===== src/sacc_defines.svh =====
// Timing, field and count constants for the serial converter control block.
`ifndef SACC_DEFINES_SVH
`define SACC_DEFINES_SVH

// Master clock rate in hertz.
`define SACC_MCLK_HZ 20000000
// Period of one internal conversion clock step in nanoseconds.
`define SACC_ICLK_NS 500
// Master clock cycles per internal step, rounded up.
`define SACC_ICLK_CYC ((`SACC_ICLK_NS * (`SACC_MCLK_HZ / 1000000) + 999) / 1000)

// Control byte bit counts, start bit being count one.
`define SACC_CNT_START 4'h1
`define SACC_CNT_CHANNEL_SELECT_MSB 4'h1
`define SACC_CNT_SEL1 4'h2
`define SACC_CNT_SEL0 4'h3
`define SACC_CNT_POL 4'h4
`define SACC_CNT_CFG 4'h5
`define SACC_CNT_PDHI 4'h6
`define SACC_CNT_PDLO 4'h7
`define SACC_CNT_TRACK 4'h5
`define SACC_CNT_HOLD 4'h8

// Power and clock mode field value that selects the external clock.
`define SACC_MODE_EXT 2'h3

// Successive approximation starting code and mask.
`define SACC_SAR_MID 10'h200
`define SACC_SAR_LSB 10'h001

// Reset values of the input multiplexer.
`define SACC_CH_RESET 8'h01
`define SACC_CH_NONE 8'h00

`endif


===== src/sacc_pkg.sv =====
// Types shared by the serial converter control modules.
package sacc_pkg;

    // Control sequencer states, one-hot.
    typedef enum logic [4:0] {
        st_idle = 5'h01,
        st_shift = 5'h02,
        st_conv_ext = 5'h04,
        st_conv_int = 5'h08,
        st_drain = 5'h10
    } sacc_state_type;

endpackage


===== src/sacc_sar_if.sv =====
// Interface between the control sequencer and the approximation register.
`timescale 1ns/1ns
interface sacc_sar_if;
    logic start; // One-cycle pulse that opens a conversion.
    logic step; // One-cycle pulse that makes one bit decision.
    logic comp; // Comparator verdict, high keeps the trial bit.
    logic done; // One-cycle pulse after the last decision.
    logic [9:0] code; // Trial code driving the capacitive DAC.
    logic [9:0] result; // Final code, valid from the done pulse.

    modport ctrl (output start, output step, output comp, input done, input code, input result);
    modport sar (input start, input step, input comp, output done, output code, output result);
endinterface


===== src/sacc_sar.sv =====
// Ten-bit successive approximation register.
`timescale 1ns/1ns
`include "sacc_defines.svh"
module sacc_sar (
    input wire logic mclk_i,
    input wire logic rst_b_i,
    sacc_sar_if.sar sar
);

    logic [9:0] mask; // One-hot pointer at the bit under trial.
    logic [9:0] kept; // Trial code with the current decision applied.

    // A low verdict drops the bit under trial.
    assign kept = sar.comp ? sar.code : (sar.code & ~mask);

    // Trial code and pointer walk from the top bit to the bottom bit.
    always_ff @(posedge mclk_i or negedge rst_b_i) begin
        if (!rst_b_i) begin
            sar.code <= `SACC_SAR_MID;
            mask <= `SACC_SAR_MID;
        end else if (sar.start) begin
            sar.code <= `SACC_SAR_MID;
            mask <= `SACC_SAR_MID;
        end else if (sar.step) begin
            sar.code <= kept | (mask >> 1);
            mask <= mask >> 1;
        end
    end

    // The last decision latches the result and raises done once.
    always_ff @(posedge mclk_i or negedge rst_b_i) begin
        if (!rst_b_i) begin
            sar.done <= 1'b0;
            sar.result <= 10'h000;
        end else begin
            sar.done <= 1'b0;
            if (sar.step && mask == `SACC_SAR_LSB) begin
                sar.done <= 1'b1;
                sar.result <= kept;
            end
        end
    end

endmodule


===== src/sacc_top.sv =====
// Control and serial interface of an eight-channel ten-bit converter.
`timescale 1ns/1ns
`include "sacc_defines.svh"
module sacc_top (
    input wire logic mclk_i,
    input wire logic rst_b_i,
    input wire logic cs_b_i,
    input wire logic sclk_i,
    input wire logic din_i,
    input wire logic comp_i,
    input wire logic three_level_shutdown_low_i,
    input wire logic three_level_shutdown_high_i,
    output logic dout_o,
    output logic dout_oe_b_o,
    output logic conversion_strobe_o,
    output logic conversion_strobe_oe_b_o,
    output logic track_o,
    output logic [7:0] pos_channel_o,
    output logic [7:0] neg_channel_o,
    output logic neg_com_o,
    output logic [9:0] dac_code_o,
    output logic polarity_select_o,
    output logic shutdown_o,
    output logic ext_comp_o,
    output logic power_down_o,
    output logic [9:0] result_o,
    output logic result_valid_o
);

    // Synchroniser chains; the first stage feeds only the second.
    logic sclk_s1, sclk_s2, sclk_s3;
    logic cs_s1, cs_s2;
    logic din_s1, din_s2;
    logic comp_s1, comp_s2;
    logic low_s1, low_s2;
    logic high_s1, high_s2;

    sacc_pkg::sacc_state_type state; // Sequencer state.
    logic [3:0] bit_cnt; // Control bits taken since the start bit.
    logic [3:0] div_cnt; // Internal conversion clock divider.
    logic [2:0] channel_select; // Channel select field, top bit first.
    logic polarity_select; // High selects unipolar coding.
    logic input_config_select; // High selects single-ended inputs.
    logic power_clock_mode_hi; // Upper bit of the mode field.
    logic power_clock_mode_lo; // Lower bit of the mode field.
    logic ext_mode; // Conversion in progress runs on the serial clock.
    logic [9:0] out_sr; // Result bits waiting to leave on the data output.

    sacc_sar_if sar_bus ();

    logic sclk_rise, sclk_fall, cs_act;
    logic ev_hold, iclk_tick;
    logic [2:0] pos_idx, neg_idx;

    // Edges of the synchronised serial clock.
    assign sclk_rise = sclk_s2 & ~sclk_s3;
    assign sclk_fall = ~sclk_s2 & sclk_s3;
    assign cs_act = ~cs_s2;
    // The falling edge after the eighth control bit ends acquisition.
    assign ev_hold = (state == sacc_pkg::st_shift) && sclk_fall && (bit_cnt == `SACC_CNT_HOLD);
    assign iclk_tick = (state == sacc_pkg::st_conv_int) && (div_cnt == 4'(`SACC_ICLK_CYC - 1));
    // Single-ended order is select bits one, zero, then two; pairs flip the low bit.
    assign pos_idx = {channel_select[1], channel_select[0], channel_select[2]};
    assign neg_idx = {channel_select[1], channel_select[0], ~channel_select[2]};

    // Converter drive toward the approximation register.
    assign sar_bus.start = ev_hold;
    assign sar_bus.step = ((state == sacc_pkg::st_conv_ext) && sclk_fall) || iclk_tick;
    assign sar_bus.comp = comp_s2;
    assign dac_code_o = sar_bus.code;

    sacc_sar u_sar (
        .mclk_i(mclk_i),
        .rst_b_i(rst_b_i),
        .sar(sar_bus)
    );

    // Two-stage synchronisers for every pin; the clock gets a third stage for edges.
    always_ff @(posedge mclk_i or negedge rst_b_i) begin
        if (!rst_b_i) begin
            sclk_s1 <= 1'b0;
            sclk_s2 <= 1'b0;
            sclk_s3 <= 1'b0;
            cs_s1 <= 1'b1;
            cs_s2 <= 1'b1;
            din_s1 <= 1'b0;
            din_s2 <= 1'b0;
            comp_s1 <= 1'b0;
            comp_s2 <= 1'b0;
            low_s1 <= 1'b0;
            low_s2 <= 1'b0;
            high_s1 <= 1'b0;
            high_s2 <= 1'b0;
        end else begin
            sclk_s1 <= sclk_i;
            sclk_s2 <= sclk_s1;
            sclk_s3 <= sclk_s2;
            cs_s1 <= cs_b_i;
            cs_s2 <= cs_s1;
            din_s1 <= din_i;
            din_s2 <= din_s1;
            comp_s1 <= comp_i;
            comp_s2 <= comp_s1;
            low_s1 <= three_level_shutdown_low_i;
            low_s2 <= low_s1;
            high_s1 <= three_level_shutdown_high_i;
            high_s2 <= high_s1;
        end
    end

    // Three-level shutdown decode; low wins, neither level means floating.
    always_ff @(posedge mclk_i or negedge rst_b_i) begin
        if (!rst_b_i) begin
            shutdown_o <= 1'b1;
            ext_comp_o <= 1'b0;
        end else begin
            shutdown_o <= low_s2;
            ext_comp_o <= ~low_s2 & ~high_s2;
        end
    end

    // Sequencer: start bit search, control byte, conversion and drain.
    always_ff @(posedge mclk_i or negedge rst_b_i) begin
        if (!rst_b_i) begin
            state <= sacc_pkg::st_idle;
            bit_cnt <= 4'h0;
        end else if (low_s2) begin
            state <= sacc_pkg::st_idle;
            bit_cnt <= 4'h0;
        end else begin
            case (state)
                sacc_pkg::st_idle, sacc_pkg::st_drain: begin
                    // Zeros before the first one are ignored.
                    if (cs_act && sclk_rise && din_s2) begin
                        state <= sacc_pkg::st_shift;
                        bit_cnt <= `SACC_CNT_START;
                    end else if (!cs_act) begin
                        state <= sacc_pkg::st_idle;
                    end
                end
                sacc_pkg::st_shift: begin
                    if (!cs_act) begin
                        state <= sacc_pkg::st_idle;
                    end else if (ev_hold) begin
                        state <= ({power_clock_mode_hi, power_clock_mode_lo} == `SACC_MODE_EXT) ?
                            sacc_pkg::st_conv_ext : sacc_pkg::st_conv_int;
                    end else if (sclk_rise && bit_cnt < `SACC_CNT_HOLD) begin
                        bit_cnt <= bit_cnt + 4'h1;
                    end
                end
                sacc_pkg::st_conv_ext: begin
                    // A deselect aborts a conversion paced by the serial clock.
                    if (!cs_act) begin
                        state <= sacc_pkg::st_idle;
                    end else if (sar_bus.done) begin
                        state <= sacc_pkg::st_drain;
                    end
                end
                sacc_pkg::st_conv_int: begin
                    // The internal conversion finishes regardless of chip select.
                    if (sar_bus.done) begin
                        state <= sacc_pkg::st_drain;
                    end
                end
                default: begin
                    state <= sacc_pkg::st_idle;
                end
            endcase
        end
    end

    // Control byte fields, captured by position as each bit arrives.
    always_ff @(posedge mclk_i or negedge rst_b_i) begin
        if (!rst_b_i) begin
            channel_select <= 3'h0;
            polarity_select <= 1'b1;
            input_config_select <= 1'b1;
            power_clock_mode_hi <= 1'b1;
            power_clock_mode_lo <= 1'b1;
        end else if (state == sacc_pkg::st_shift && cs_act && sclk_rise) begin
            case (bit_cnt)
                `SACC_CNT_CHANNEL_SELECT_MSB: channel_select[2] <= din_s2;
                `SACC_CNT_SEL1: channel_select[1] <= din_s2;
                `SACC_CNT_SEL0: channel_select[0] <= din_s2;
                `SACC_CNT_POL: polarity_select <= din_s2;
                `SACC_CNT_CFG: input_config_select <= din_s2;
                `SACC_CNT_PDHI: power_clock_mode_hi <= din_s2;
                `SACC_CNT_PDLO: power_clock_mode_lo <= din_s2;
                default: begin
                end
            endcase
        end
    end

    // Track and hold switch and the input multiplexer.
    always_ff @(posedge mclk_i or negedge rst_b_i) begin
        if (!rst_b_i) begin
            track_o <= 1'b0;
            pos_channel_o <= `SACC_CH_RESET;
            neg_channel_o <= `SACC_CH_NONE;
            neg_com_o <= 1'b1;
        end else begin
            if (low_s2) begin
                track_o <= 1'b0;
            end else if (state == sacc_pkg::st_shift && sclk_fall && bit_cnt == `SACC_CNT_TRACK) begin
                track_o <= 1'b1;
            end else if (ev_hold) begin
                track_o <= 1'b0;
            end else if (sar_bus.done) begin
                track_o <= 1'b1;
            end
            // The multiplexer follows the byte only until hold.
            if (state == sacc_pkg::st_shift) begin
                pos_channel_o <= 8'h01 << pos_idx;
                neg_channel_o <= input_config_select ? `SACC_CH_NONE : (8'h01 << neg_idx);
                neg_com_o <= input_config_select;
            end
        end
    end

    // Mode flags and the result as seen by the system.
    always_ff @(posedge mclk_i or negedge rst_b_i) begin
        if (!rst_b_i) begin
            ext_mode <= 1'b1;
            polarity_select_o <= 1'b1;
            power_down_o <= 1'b0;
            result_o <= 10'h000;
            result_valid_o <= 1'b0;
        end else begin
            if (ev_hold) begin
                ext_mode <= ({power_clock_mode_hi, power_clock_mode_lo} == `SACC_MODE_EXT);
                polarity_select_o <= polarity_select;
                power_down_o <= ~power_clock_mode_hi;
                result_valid_o <= 1'b0;
            end else if (sar_bus.done) begin
                // Bipolar results leave in two's complement.
                result_o <= {sar_bus.result[9] ^ ~polarity_select_o, sar_bus.result[8:0]};
                result_valid_o <= 1'b1;
            end
        end
    end

    // Internal conversion clock divider.
    always_ff @(posedge mclk_i or negedge rst_b_i) begin
        if (!rst_b_i) begin
            div_cnt <= 4'h0;
        end else if (state != sacc_pkg::st_conv_int || iclk_tick) begin
            div_cnt <= 4'h0;
        end else begin
            div_cnt <= div_cnt + 4'h1;
        end
    end

    // Serial data output, changing only on serial clock falls.
    always_ff @(posedge mclk_i or negedge rst_b_i) begin
        if (!rst_b_i) begin
            dout_o <= 1'b0;
            dout_oe_b_o <= 1'b1;
            out_sr <= 10'h000;
        end else begin
            dout_oe_b_o <= cs_s2;
            if (ev_hold) begin
                dout_o <= 1'b0;
                out_sr <= 10'h000;
            end else if (state == sacc_pkg::st_conv_ext && sclk_fall) begin
                dout_o <= comp_s2 ^ ~polarity_select_o & (sar_bus.code == `SACC_SAR_MID);
            end else if (sar_bus.done && !ext_mode) begin
                out_sr <= {sar_bus.result[9] ^ ~polarity_select_o, sar_bus.result[8:0]};
            end else if (state == sacc_pkg::st_drain && sclk_fall && cs_act) begin
                dout_o <= out_sr[9];
                out_sr <= {out_sr[8:0], 1'b0};
            end
        end
    end

    // Conversion strobe in both clock modes.
    always_ff @(posedge mclk_i or negedge rst_b_i) begin
        if (!rst_b_i) begin
            conversion_strobe_o <= 1'b0;
            conversion_strobe_oe_b_o <= 1'b1;
        end else begin
            conversion_strobe_oe_b_o <= ext_mode & cs_s2;
            if (ev_hold) begin
                conversion_strobe_o <= ({power_clock_mode_hi, power_clock_mode_lo} == `SACC_MODE_EXT);
            end else if (state == sacc_pkg::st_conv_ext && sclk_fall) begin
                conversion_strobe_o <= 1'b0;
            end else if (sar_bus.done && !ext_mode) begin
                conversion_strobe_o <= 1'b1;
            end
        end
    end

endmodule


===== config.mk =====
export PLATFORM = sky130hd
export DESIGN_NAME = sacc_top
export DESIGN_NICKNAME = d
export VERILOG_FILES = /design/src/sacc_pkg.sv /design/src/sacc_sar_if.sv /design/src/sacc_sar.sv /design/src/sacc_top.sv
export VERILOG_INCLUDE_DIRS = /design/src
export SDC_FILE = /design/constraint.sdc
export NUM_CORES = 1
export LEC_CHECK = 0
export ABC_CLOCK_PERIOD_IN_PS = 6100
export BUFFER_PORTS_ARGS = -buffer_cell sky130_fd_sc_hd__buf_2
export CAP_MARGIN = 20
export CELL_PAD_IN_SITES_DETAIL_PLACEMENT = 0
export CELL_PAD_IN_SITES_GLOBAL_PLACEMENT = 1
export CORE_ASPECT_RATIO = 1.1
export CORE_MARGIN = 2
export CORE_UTILIZATION = 25
export DETAILED_ROUTE_END_ITERATION = 8
export PLACE_DENSITY = 0.55
export SYNTH_ARGS = -nofsm -noshare
export SYNTH_HDL_FRONTEND = slang
export SYNTH_SLANG_ARGS = --single-unit

===== constraint.sdc =====
create_clock -name mclk_i -period 6.1 [get_ports mclk_i]
set_input_delay 1.22 -clock mclk_i [delete_from_list [all_inputs] [get_ports mclk_i]]
set_output_delay 1.22 -clock mclk_i [all_outputs]
set_load 0.01 [all_outputs]

==> metrics.log, run 1 <==
INFO  metric run_status = finished clean
INFO  metric endpoint = out_sr[5]$_DFFE_PN0P_
INFO  metric num_vias = 3,443
INFO  metric p_seq_frac = 0.540
INFO  metric global_route_wire_length_before_repair = 18,800 um
INFO  metric start_kind = flip-flop
INFO  metric synth_cells = 464
INFO  metric timing.final.ws_setup = 2920 ps
INFO  metric critical_path_max_stage_delay = 880 ps
INFO  metric regToRegEndpoint = out_sr[5]$_DFFE_PN0P_
INFO  metric clock.fmax = 315 MHz
INFO  metric ys_warn_count = 0
INFO  metric die_w = 137 um
INFO  metric antenna_left = 0
INFO  metric share_clk_of_total_power = 0.432
INFO  metric cts_inserted_buffers = 9
INFO  metric globalRouteOverflowTotal = 0
INFO  metric slew_violations = 0
INFO  metric power.internal = 0.00109 W
INFO  metric postCtsResizedCells = 0
INFO  metric r2r_slack = 2920 ps
INFO  metric netlist_area = 4840 sq um
INFO  metric finalWorstPathRequiredPeriod = 3180 ps
INFO  metric row_count = 53
INFO  metric dpl.hpwl = 7910 um
INFO  metric cellPowerDensity = 252 nW/um^2
INFO  metric unrepaired_setup_endpoints_after_global_routing = no
INFO  metric clock_skew = 8.13 ps
INFO  metric rr_startpoint = state[3]$_DFFE_PN0P_
INFO  metric irDropWorstVdd = 118 uV
INFO  metric final-hold-violation-count = 0
INFO  metric io_pins = 55
INFO  metric antenna-diode-count = 0
INFO  metric grt_antenna_before_repair = 0
INFO  metric cts.sinks = 112
INFO  metric hp-class = flip-flop to flip-flop
INFO  metric worst_path_max_delay_cell = sky130_fd_sc_hd__nor2_1
INFO  metric postLayoutCellArea = 5600 sq um
INFO  metric cts_tree = yes
INFO  metric power.switching_fraction = 0.229
INFO  metric clock_insertion_delay_at_the_later_pin_of_the_skew_report = 350 ps
INFO  metric setup_viol = 0
INFO  metric maxSlewHeadroom = 0.317
INFO  metric setup-tns-final = 0 ps
INFO  metric critPathArrivalTime = 3420 ps
INFO  metric total_net_switching_power = 0.000324 W
INFO  metric port_buffers = 54
INFO  metric clock_tree.htree_level_count = 3
INFO  metric number_of_unique_standard_cell_types_used_by_synthesis = 52
INFO  metric place_ws = 2930 ps
INFO  metric crit_family = simple AND/OR/NAND/NOR gates
INFO  metric synthDominantCellAreaShare = 0.496
INFO  metric cts.path.max_buffers = 2
INFO  metric post_drt_via_cell_ratio = 4.56
INFO  metric drv_cap = 0
INFO  metric areaGrowthSynthToFinish = 15.7%
INFO  metric area_contributors_post_synth = sky130_fd_sc_hd__dfrtp_1 (50%), sky130_fd_sc_hd__dfstp_2 (8.7%), sky130_fd_sc_hd__nand2_1 (7.1%)
INFO  metric p_leak = 2.45 nW
INFO  metric hold_fix_buffers_at_cts = 0
INFO  metric worst_setup_ep_type = flip-flop
INFO  metric p_total = 0.00141 W
INFO  metric grtUsageTotal = 0.119
INFO  metric cp-startpoint = state[3]$_DFFE_PN0P_
INFO  metric wl = 11,600 um
INFO  metric most_common_cell_in_the_synthesized_netlist = sky130_fd_sc_hd__dfrtp_1
INFO  metric placed_standard_cell_area = 5310 sq um
INFO  metric synthesis.area_per_instance = 10.4 sq um
INFO  metric async_flop_share = 1.00
INFO  metric final_routed_drc_violation_total = 0
INFO  metric floorplan.core_area = 19,000 sq um
INFO  metric ffs_latches_synth = 112
INFO  metric total_die_area = 20,500 sq um
INFO  metric synth.top_cells.by_count = sky130_fd_sc_hd__dfrtp_1 (96), sky130_fd_sc_hd__nand2_1 (92), sky130_fd_sc_hd__o21ai_0 (32)
INFO  metric type_of_the_setup_path_with_the_least_slack = flip-flop to flip-flop
INFO  metric critical_path_depth = 5
INFO  metric die-height = 150 um
INFO  metric required = 6340 ps
INFO  metric synth_net_count = 478
INFO  metric post_drt_wl_per_cell = 15.4 um
INFO  metric global_placer_s_final_weighted_congestion = 0.775
INFO  metric detail_route.iter0.violations = 197
INFO  metric worstMarginPinSlew = 1020 ps
INFO  metric initial_utilization = 0.254
INFO  metric first_global_vias = 3,325
INFO  metric final_net_count = 517
INFO  metric detailedRoute.firstPassIterationCount = 4
INFO  metric p_comb_frac = 0.029
INFO  metric grt_max_degree = 75
INFO  metric worst-path-buf-inv = 0
INFO  metric rr_worst_depth = 5
INFO  metric synth-seq-area-share = 0.583
INFO  metric layout_cells_sized_above_1 = 0.193
INFO  metric cts_post_setup_buffers_inserted = 0
INFO  metric num-fill-cells = 1,963
INFO  metric path_max_fanout = 38
INFO  metric cts_root_buf = sky130_fd_sc_hd__clkbuf_16
INFO  metric synth_enable_flop_cells = 0
INFO  metric postSynth.topFlopCell = sky130_fd_sc_hd__dfrtp_1
INFO  metric min_period_over_period = 0.521
INFO  metric crit_path_cell_trace = or3_1 > or2_2 > nor2_1 > nor2_2 > a22o_1
INFO  metric clk_pin_slew_worst_paths = 70 ps
INFO  metric synthDominantAreaCellType = sky130_fd_sc_hd__dfrtp_1
==> worst register-to-register path, cell delays in order (launching register included) <==
cell,delay (ps)
sky130_fd_sc_hd__dfrtp_1,500
sky130_fd_sc_hd__or3_1,540
sky130_fd_sc_hd__or2_2,590
sky130_fd_sc_hd__nor2_1,880
sky130_fd_sc_hd__nor2_2,250
sky130_fd_sc_hd__a22o_1,310
==> cells in the final DEF, fill, tap and decap left out, types with 6 or more instances in the layout <==
cell type and instances:
sky130_fd_sc_hd__dfrtp_1 96, sky130_fd_sc_hd__a22o_1 9, sky130_fd_sc_hd__mux2i_1 12, sky130_fd_sc_hd__mux2_2 7, sky130_fd_sc_hd__nand2_1 92, sky130_fd_sc_hd__nor2_1 18, sky130_fd_sc_hd__o31ai_1 11, sky130_fd_sc_hd__a32o_1 7
sky130_fd_sc_hd__nand2b_1 11, sky130_fd_sc_hd__o22ai_1 10, sky130_fd_sc_hd__o21ai_0 32, sky130_fd_sc_hd__a21oi_1 18, sky130_fd_sc_hd__ha_1 6, sky130_fd_sc_hd__clkbuf_16 9, sky130_fd_sc_hd__dfstp_2 16, sky130_fd_sc_hd__inv_1 23
sky130_fd_sc_hd__buf_2 53
==> cell type report <==
cell class | instances | area [sq um] | area share
clock buffers | 11 | 233 | 0.0415
inverters | 23 | 86.3 | 0.0154
well taps | 247 | 309 | 0.0552
repair buffers | 55 | 280 | 0.0500
clock inverters | 5 | 63.8 | 0.0114
flip-flops and latches | 112 | 2820 | 0.504
multi-input cells | 302 | 1810 | 0.323
==> cell families (layout without fill, tap and decap cells) <==
kind of cell,after synthesis,in the layout,synth area share
simple gates,167,167,0.166
buf+inv,50,94,0.0434
fa+ha+maj,6,6,0.0155
xor+xnor,6,6,0.0109
flops,112,112,0.583
mux,19,19,0.0411
compound gates,104,104,0.140
==> metal layers <==
metal  track usage  vias up  wire length (um)
met5             0        -                 0
met4        0.0495        0               247
met3        0.0241       19               350
met2         0.184       51              5380
met1         0.162     1673              5620
li1              -     1700                 -
==> worst min-delay path by stage <==
stage / start / end / slack [ps] / cells past startpoint
detailed placement: high_s1$_DFF_PN0_ / high_s2$_DFF_PN0_ / 340 / 0
CTS: sclk_s1$_DFF_PN0_ / sclk_s2$_DFF_PN0_ / 350 / 0
global route: sclk_s1$_DFF_PN0_ / sclk_s2$_DFF_PN0_ / 360 / 0
floorplan: comp_s1$_DFF_PN0_ / comp_s2$_DFF_PN0_ / 330 / 0
finish: sclk_s1$_DFF_PN0_ / sclk_s2$_DFF_PN0_ / 350 / 0
global placement: sclk_s1$_DFF_PN0_ / sclk_s2$_DFF_PN0_ / 330 / 0
==> metrics by stage <==
step                cells   util  hold slack (ps)
floorplan             464      -              331
global placement      739  0.279              332
detailed placement    739  0.279              336
CTS                   755  0.294              353
global route          755  0.294              356
finish                755  0.294              353
==> flip-flops by register name, indices dropped and copies added (netlist names), 3 cells and up <==
register	cells
channel_select	3
pos_channel_o	8
state	5
u_sar.sar.code	10
out_sr	10
neg_channel_o	8
u_sar.sar.result	10
result_o	10
bit_cnt	4
u_sar.mask	10
div_cnt	4
==> power by group through the flow <==
stage | Sequential, W | Combinational [W] | Clock, W
floorplan | 0.000773 | 0.0000194 | 0
global placement | 0.000777 | 0.0000416 | 0
detailed placement | 0.000777 | 0.0000420 | 0
CTS | 0.000763 | 0.0000422 | 0.000624
global route | 0.000765 | 0.0000471 | 0.000652
finish | 0.000762 | 0.0000403 | 0.000610
Note: power is estimated with default switching activity, not from simulation.
==> inputs of run 2 (changes only) <==
--- a/config.mk
+++ b/config.mk
@@ -6,7 +6,8 @@
 export SDC_FILE = /design/constraint.sdc
 export NUM_CORES = 1
 export LEC_CHECK = 0
-export ABC_CLOCK_PERIOD_IN_PS = 6100
+export ABC_AREA = 1
+export ABC_CLOCK_PERIOD_IN_PS = 2900
 export BUFFER_PORTS_ARGS = -buffer_cell sky130_fd_sc_hd__buf_2
 export CAP_MARGIN = 20
 export CELL_PAD_IN_SITES_DETAIL_PLACEMENT = 0
@@ -15,7 +16,7 @@
 export CORE_MARGIN = 2
 export CORE_UTILIZATION = 25
 export DETAILED_ROUTE_END_ITERATION = 8
-export PLACE_DENSITY = 0.55
+export PLACE_DENSITY = 0.58
 export SYNTH_ARGS = -nofsm -noshare
 export SYNTH_HDL_FRONTEND = slang
 export SYNTH_SLANG_ARGS = --single-unit
==> constraint.sdc (replaced) <==
create_clock -name mclk_i -period 2.9 [get_ports mclk_i]
set_input_delay 0.58 -clock mclk_i [delete_from_list [all_inputs] [get_ports mclk_i]]
set_output_delay 0.58 -clock mclk_i [all_outputs]
set_load 0.01 [all_outputs]
==> run 2 against run 1 <==
Effect of this change: die area is 2.8% higher; synthesized cell count is 23% higher; clock power is 110% higher; via count is 11% higher; sequential share of layout area is 1.6 points lower; combinational power grew to 3.4 times the previous value; core utilization hardly changed; register-to-register slack worse by 2100 ps; count of clock-buffer cells in the layout is 2 lower; critical path type unchanged.
==> metrics.log, run 2 <==
INFO  metric run_status = finished clean
INFO  metric clock_insertion_delay_at_the_later_pin_of_the_skew_report = 350 ps
INFO  metric first_global_vias = 3,861
INFO  metric p_leak = 2.99 nW
INFO  metric finalWorstPathRequiredPeriod = 2030 ps
INFO  metric post_drt_via_cell_ratio = 4.33
INFO  metric required = 3180 ps
INFO  metric grt_max_degree = 50
INFO  metric cts_inserted_buffers = 9
INFO  metric area_contributors_post_synth = sky130_fd_sc_hd__dfrtp_1 (48%), sky130_fd_sc_hd__nand2_1 (14%), sky130_fd_sc_hd__dfstp_2 (8.4%)
INFO  metric clock.fmax = 493 MHz
INFO  metric die_w = 139 um
INFO  metric ffs_latches_synth = 112
INFO  metric grtUsageTotal = 0.118
INFO  metric p_total = 0.00303 W
INFO  metric grt_antenna_before_repair = 0
INFO  metric clk_pin_slew_worst_paths = 80 ps
INFO  metric hold_fix_buffers_at_cts = 0
INFO  metric dpl.hpwl = 8480 um
INFO  metric clock_tree.htree_level_count = 3
INFO  metric cts.path.max_buffers = 2
INFO  metric whs = 178 ps
INFO  metric synth_cells = 570
INFO  metric clock_skew = 7.45 ps
INFO  metric cts_root_buf = sky130_fd_sc_hd__clkbuf_16
INFO  metric cts_tree = yes
INFO  metric synthDominantAreaCellType = sky130_fd_sc_hd__dfrtp_1
INFO  metric synth_adder_area_share = 0.0151
INFO  metric synth_net_count = 584
INFO  metric detail_route.iter0.violations = 207
INFO  metric most_common_library_cell_in_the_layout_ignoring_fill_and_taps = sky130_fd_sc_hd__nand2_1
INFO  metric io_pins = 55
INFO  metric place_ws = 858 ps
INFO  metric antenna_left = 0
INFO  metric global_placer_s_final_weighted_congestion = 0.826
INFO  metric timing.final.ws_setup = 870 ps
INFO  metric detailedRoute.firstPassIterationCount = 4
INFO  metric port_buffers = 54
INFO  metric unrepaired_setup_endpoints_after_global_routing = no
INFO  metric layout_cells_sized_above_1 = 0.187
INFO  metric globalRouteOverflowTotal = 0
INFO  metric antenna-diode-count = 0
INFO  metric min_period_over_period = 0.700
INFO  metric synthDominantCellAreaShare = 0.482
INFO  metric path_max_fanout = 44
INFO  metric num-fill-cells = 2,064
INFO  metric die-height = 152 um
INFO  metric hp-class = input pin to async pin
INFO  metric postCtsResizedCells = 0
INFO  metric number_of_unique_standard_cell_types_used_by_synthesis = 36
INFO  metric synth-seq-area-share = 0.567
INFO  metric async_flop_share = 1.00
INFO  metric start_kind = flip-flop
INFO  metric areaGrowthSynthToFinish = 16.2%
INFO  metric synth.top_cells.by_count = sky130_fd_sc_hd__nand2_1 (183), sky130_fd_sc_hd__dfrtp_1 (96), sky130_fd_sc_hd__nand3_1 (74)
INFO  metric postSynth.topFlopCell = sky130_fd_sc_hd__dfrtp_1
INFO  metric setup-tns-final = 0 ps
INFO  metric setup_viol = 0
INFO  metric final_routed_drc_violation_total = 0
INFO  metric post-route-util = 0.295
INFO  metric global_route_wire_length_before_repair = 20,300 um
INFO  metric synth_top_family_by_area = simple AND/OR/NAND/NOR gates
INFO  metric maxSlewHeadroom = 0.693
INFO  metric commonest_cells_after_routing_fill_and_taps_aside = sky130_fd_sc_hd__nand2_1 (183), sky130_fd_sc_hd__dfrtp_1 (96), sky130_fd_sc_hd__nand3_1 (74), sky130_fd_sc_hd__buf_2 (53), sky130_fd_sc_hd__inv_1 (38)
INFO  metric netlist_area = 4980 sq um
INFO  metric worstMarginPinSlew = 460 ps
INFO  metric cellPowerDensity = 523 nW/um^2
INFO  metric total_die_area = 21,100 sq um
INFO  metric synthesis.area_per_instance = 8.74 sq um
INFO  metric synth-compound-area-share = 0.0678
INFO  metric most_common_cell_in_the_synthesized_netlist = sky130_fd_sc_hd__nand2_1
INFO  metric simple_gate_area_share_of_the_yosys_netlist = 0.281
INFO  metric num_vias = 3,805
INFO  metric post_drt_wl_per_cell = 13.6 um
INFO  metric wl = 11,900 um
INFO  metric synth_enable_flop_cells = 0
INFO  metric final-hold-violation-count = 0
INFO  metric cts_post_setup_buffers_inserted = 0
INFO  metric cts.sinks = 112
INFO  metric ys_warn_count = 0
INFO  metric drv_cap = 0
INFO  metric irDropWorstVdd = 307 uV
INFO  metric row_count = 54
INFO  metric initial_utilization = 0.253
INFO  metric critPathArrivalTime = 2310 ps
INFO  metric slew_violations = 0
INFO  metric synth-xor-area-share = 0.00879
INFO  metric floorplan.core_area = 19,700 sq um
INFO  metric final_net_count = 635
INFO  metric worst_setup_ep_type = flip-flop
INFO  metric type_of_the_setup_path_with_the_least_slack = flip-flop to flip-flop
INFO  metric yosys-mux-area-fraction = 0
## run 2: path summary, 6_finish.rpt
path	start	endpoint	slack, ps	cells past startpoint
hold / removal	rst_b_i	high_s1$_DFF_PN0_	180	1
max in group asynchronous	rst_b_i	shutdown_o$_DFF_PN1_	1890	2
setup reg to reg	bit_cnt[0]$_DFFE_PN0P_	out_sr[0]$_DFFE_PN0P_	870	8
min in group mclk_i	cs_b_i	cs_s1$_DFF_PN1_	330	1
setup / recovery	bit_cnt[0]$_DFFE_PN0P_	out_sr[0]$_DFFE_PN0P_	870	8
hold reg to reg	comp_s1$_DFF_PN0_	comp_s2$_DFF_PN0_	350	0
## run 2: through the flow
stage | cells | area (sq um)
5_1_grt | 878 | 5790
4_1_cts | 878 | 5790
3_5_place_dp | 862 | 5490
6_report | 878 | 5790
2_1_floorplan | 570 | 4980
3_3_place_gp | 862 | 5490
## run 2: cell type report
class	instances	area, sq um	area share
clock buffers	9	225	0.0389
inverters	46	173	0.0298
repair buffers	59	323	0.0557
flip-flops and latches	112	2820	0.487
well taps	252	315	0.0544
clock inverters	7	77.6	0.0134
multi-input cells	393	1860	0.320
## run 2: kinds of logic (layout without fill, tap and decap cells)
logic type	count (synthesis)	count (layout)
AND/OR/NAND/NOR	320	320
flip-flops	112	112
buffers and inverters	65	121
AO/OA/AOI/OAI	62	62
adder cells (fa/ha/maj)	6	6
XOR/XNOR	5	5
## run 2: per-layer routing
layer  part of all wire  vias to the layer above  GRT usage
li1                   -                     1936          -
met1               0.51                     1805      0.169
met2               0.44                       57      0.179
met3              0.031                        7     0.0230
met4              0.012                        0     0.0413
met5                  0                        -          0
## run 2: power by group
group          internal, W  switching (W)
logic            0.0000395      0.0000965
registers          0.00159      0.0000227
clock network     0.000684       0.000595
## run 2: critical path: stages (launching register included)
cell and delay, ps:
sky130_fd_sc_hd__dfrtp_1 430, sky130_fd_sc_hd__inv_1 90, sky130_fd_sc_hd__ha_1 220, sky130_fd_sc_hd__nand3_1 120, sky130_fd_sc_hd__inv_1 90, sky130_fd_sc_hd__nand2_2 240
sky130_fd_sc_hd__buf_4 460, sky130_fd_sc_hd__nand3_1 160, sky130_fd_sc_hd__a21oi_2 160
==> inputs of run 3 (changes only) <==
--- a/config.mk
+++ b/config.mk
@@ -6,8 +6,8 @@
 export SDC_FILE = /design/constraint.sdc
 export NUM_CORES = 1
 export LEC_CHECK = 0
-export ABC_AREA = 1
-export ABC_CLOCK_PERIOD_IN_PS = 2900
+export ABC_AREA = 0
+export ABC_CLOCK_PERIOD_IN_PS = 1700
 export BUFFER_PORTS_ARGS = -buffer_cell sky130_fd_sc_hd__buf_2
 export CAP_MARGIN = 20
 export CELL_PAD_IN_SITES_DETAIL_PLACEMENT = 0
@@ -16,7 +16,7 @@
 export CORE_MARGIN = 2
 export CORE_UTILIZATION = 25
 export DETAILED_ROUTE_END_ITERATION = 8
-export PLACE_DENSITY = 0.58
+export PLACE_DENSITY = 0.56
 export SYNTH_ARGS = -nofsm -noshare
 export SYNTH_HDL_FRONTEND = slang
 export SYNTH_SLANG_ARGS = --single-unit
==> constraint.sdc (replaced) <==
create_clock -name mclk_i -period 1.7 [get_ports mclk_i]
set_input_delay 0.34 -clock mclk_i [delete_from_list [all_inputs] [get_ports mclk_i]]
set_output_delay 0.34 -clock mclk_i [all_outputs]
set_load 0.01 [all_outputs]
==> run 3 against run 2 <==
Effect of this change: the run now ends with setup timing left; critical endpoint is now out_sr[5]$_DFFE_PN0P_; via count rose by 5.0%; largest power group unchanged; clock power rose by 64%; largest cell class unchanged; register-to-register slack got worse by 1300 ps; hold slack got worse by 110 ps; flip-flop and latch count did not move; core utilization rose by 9.4 points; die area fell by 2.8%; first-iteration DRC count rose by 15%; wire length rose by 17%; global-route usage rose by 1.4 points.
==> metrics.log, run 3 (same netlist as run 1, synthesis figures left out) <==
INFO  metric grt_max_degree = 50
INFO  metric worst_path_max_delay_cell = sky130_fd_sc_hd__or4_1
INFO  metric slew_violations = 0
INFO  metric num_vias = 3,996
INFO  metric final-hold-violation-count = 0
INFO  metric critPathArrivalTime = 2340 ps
INFO  metric cts_tree = yes
INFO  metric floorplan.core_area = 19,000 sq um
INFO  metric cts.sinks = 112
INFO  metric io_pins = 55
INFO  metric cts_root_buf = sky130_fd_sc_hd__clkbuf_16
INFO  metric num-fill-cells = 1,841
INFO  metric post_drt_wl_per_cell = 16.3 um
INFO  metric place_ws = -471 ps
INFO  metric post-route-util = 0.389
INFO  metric worst_hold_stages = 1
INFO  metric worst-path-buf-inv = 0
INFO  metric antenna_left = 0
INFO  metric layout_cells_sized_above_1 = 0.504
INFO  metric die_w = 137 um
INFO  metric final_net_count = 614
INFO  metric grtUsageTotal = 0.132
INFO  metric clock.fmax = 477 MHz
INFO  metric p_leak = 3.24 nW
INFO  metric antenna-diode-count = 0
INFO  metric violations = setup timing
INFO  metric die-height = 150 um
INFO  metric regToRegEndpoint = out_sr[5]$_DFFE_PN0P_
INFO  metric worst_setup_ep_type = flip-flop
INFO  metric crit_family = simple AND/OR/NAND/NOR gates
INFO  metric cts.path.max_buffers = 2
INFO  metric drv_cap = 0
INFO  metric multi_input_area = 2540 sq um
INFO  metric cp-startpoint = state[3]$_DFFE_PN0P_
INFO  metric globalRouteOverflowTotal = 0
INFO  metric clk_pin_slew_worst_paths = 80 ps
INFO  metric critical_path_max_stage_delay = 520 ps
INFO  metric required = 1950 ps
INFO  metric cellPowerDensity = 694 nW/um^2
INFO  metric final_routed_drc_violation_total = 0
INFO  metric clock_skew = 8.60 ps
INFO  metric clock_tree.htree_level_count = 3
INFO  metric grt_antenna_before_repair = 0
INFO  metric wl = 13,900 um
INFO  metric post_drt_via_cell_ratio = 4.69
INFO  metric type_of_the_setup_path_with_the_least_slack = flip-flop to flip-flop
INFO  metric hold_start = cs_b_i
INFO  metric crit_path_cell_trace = or4_1 > or4_4 > a21boi_4 > nor2_4 > a22o_1
INFO  metric row_count = 53
INFO  metric cts_inserted_buffers = 9
INFO  metric irDropWorstVdd = 439 uV
INFO  metric detailedRoute.firstPassIterationCount = 4
INFO  metric worstMarginPinSlew = 750 ps
INFO  metric run_status = finished with violations
INFO  metric initial_utilization = 0.254
INFO  metric areaGrowthSynthToFinish = 52.8%
INFO  metric commonest_cells_after_routing_fill_and_taps_aside = sky130_fd_sc_hd__dfrtp_1 (95), sky130_fd_sc_hd__buf_4 (57), sky130_fd_sc_hd__nand2_1 (56), sky130_fd_sc_hd__buf_2 (53), sky130_fd_sc_hd__inv_1 (21)
INFO  metric unrepaired_setup_endpoints_after_global_routing = yes
INFO  metric start_kind = flip-flop
INFO  metric most_common_library_cell_in_the_layout_ignoring_fill_and_taps = sky130_fd_sc_hd__dfrtp_1
INFO  metric dpl.hpwl = 8800 um
INFO  metric hp-class = input pin to flip-flop
INFO  metric port_buffers = 54
INFO  metric maxSlewHeadroom = 0.500
INFO  metric global_route_wire_length_before_repair = 21,000 um
INFO  metric r2r_slack = -400 ps
INFO  metric total_die_area = 20,500 sq um
INFO  metric setup_viol = 88
INFO  metric global_placer_s_final_weighted_congestion = 0.798
INFO  metric rr_startpoint = state[3]$_DFFE_PN0P_
INFO  metric first_global_vias = 3,952
INFO  metric layout.area.seq = 2820 sq um
INFO  metric detail_route.iter0.violations = 238
INFO  metric clock_insertion_delay_at_the_later_pin_of_the_skew_report = 360 ps
INFO  metric path_max_fanout = 5
INFO  metric rr_worst_depth = 5
INFO  metric min_period_over_period = 1.23
INFO  metric finalWorstPathRequiredPeriod = 2100 ps
INFO  metric timing.final.ws_setup = -395 ps
INFO  metric hold_path_end = cs_s1$_DFF_PN1_
==> run 3: changes by cell type in the layout (fill, tap and decap cells not counted), moves of 11 or more <==
| cell | previous run | this run |
|---|---|---|
| sky130_fd_sc_hd__inv_1 | 38 | 21 |
| sky130_fd_sc_hd__nand3_1 | 74 | 3 |
| sky130_fd_sc_hd__a21oi_2 | 1 | 13 |
| sky130_fd_sc_hd__o21ai_0 | 20 | 9 |
| sky130_fd_sc_hd__o21ai_1 | 28 | 10 |
| sky130_fd_sc_hd__mux2i_1 | 0 | 12 |
| sky130_fd_sc_hd__buf_4 | 5 | 57 |
| sky130_fd_sc_hd__nand2_2 | 4 | 17 |
| sky130_fd_sc_hd__o21ai_2 | 2 | 13 |
| sky130_fd_sc_hd__nand2_4 | 1 | 18 |
| sky130_fd_sc_hd__nor2_1 | 37 | 15 |
| sky130_fd_sc_hd__buf_6 | 0 | 17 |
| sky130_fd_sc_hd__nand2_1 | 183 | 56 |
==> run 3: worst max-delay path by stage <==
stage | to | depth (start not counted)
after global placement | out_sr[3]$_DFFE_PN0P_ | 5
after global routing | u_sar.sar.code[1]$_DFFE_PN0P_ | 7
final | out_sr[5]$_DFFE_PN0P_ | 5
after floorplan | u_sar.sar.code[1]$_DFFE_PN0P_ | 9
after detailed placement | out_sr[6]$_DFFE_PN0P_ | 6
after CTS | out_sr[6]$_DFFE_PN0P_ | 5
==> run 3: through the flow <==
| stage | total power (W) | cells | hold WS (ps) | TNS (ps) | area [sq um] |
|---|---|---|---|---|---|
| global route | 0.00537 | 852 | 52.3 | -26740 | 7390 |
| global placement | 0.00299 | 801 | 265 | -20590 | 5880 |
| finish | 0.00513 | 852 | 71.6 | -22030 | 7390 |
| detailed placement | 0.00299 | 801 | 274 | -23260 | 5880 |
| CTS | 0.00515 | 832 | 55.6 | -16720 | 6610 |
| floorplan | 0.00285 | 464 | 44.4 | -28900 | 4980 |
==> run 3: layer usage <==
layer / vias to the layer above / routed length, um / share of wire / global-route usage
met1: 2033 / 6140 / 0.44 / 0.173
li1: 1904 / - / - / -
met3: 13 / 295 / 0.021 / 0.0301
met5: - / 0 / 0 / 0
met2: 46 / 7290 / 0.52 / 0.213
met4: 0 / 204 / 0.015 / 0.0474
==> run 3: cell type report <==
class	instances	share of cell area
clock inverter	7	0.00846
inverter	23	0.0117
multi-input combinational	304	0.343
timing repair buffer	150	0.182
sequential	112	0.382
tap	247	0.0418
clock buffer	9	0.0305
==> run 3: worst register-to-register path: cells and delay by family (launching register included) <==
kind / cells / cell delay [ps]
flip-flops: 1 / 410
AO/OA/AOI/OAI: 2 / 490
AND/OR/NAND/NOR: 3 / 1080
==> run 3: power by group <==
group	total, W	switching (W)	leakage (nW)	internal, W
clock network	0.00210	0.00107	0.139	0.00103
logic	0.000300	0.000156	1.62	0.000144
registers	0.00273	0.0000310	1.48	0.00270
total	0.00513	0.00126	3.24	0.00387
==> run 3: repair_timing <==
action | CTS | global route
endpoints found under the hold margin | 19 | 0
hold buffers | 1 | 0
gates resized for setup | 80 | 129
endpoints found under the setup margin | 90 | 91
setup buffers | 12 | 15
pin swaps | 27 | 54
cloned | 3 | 8
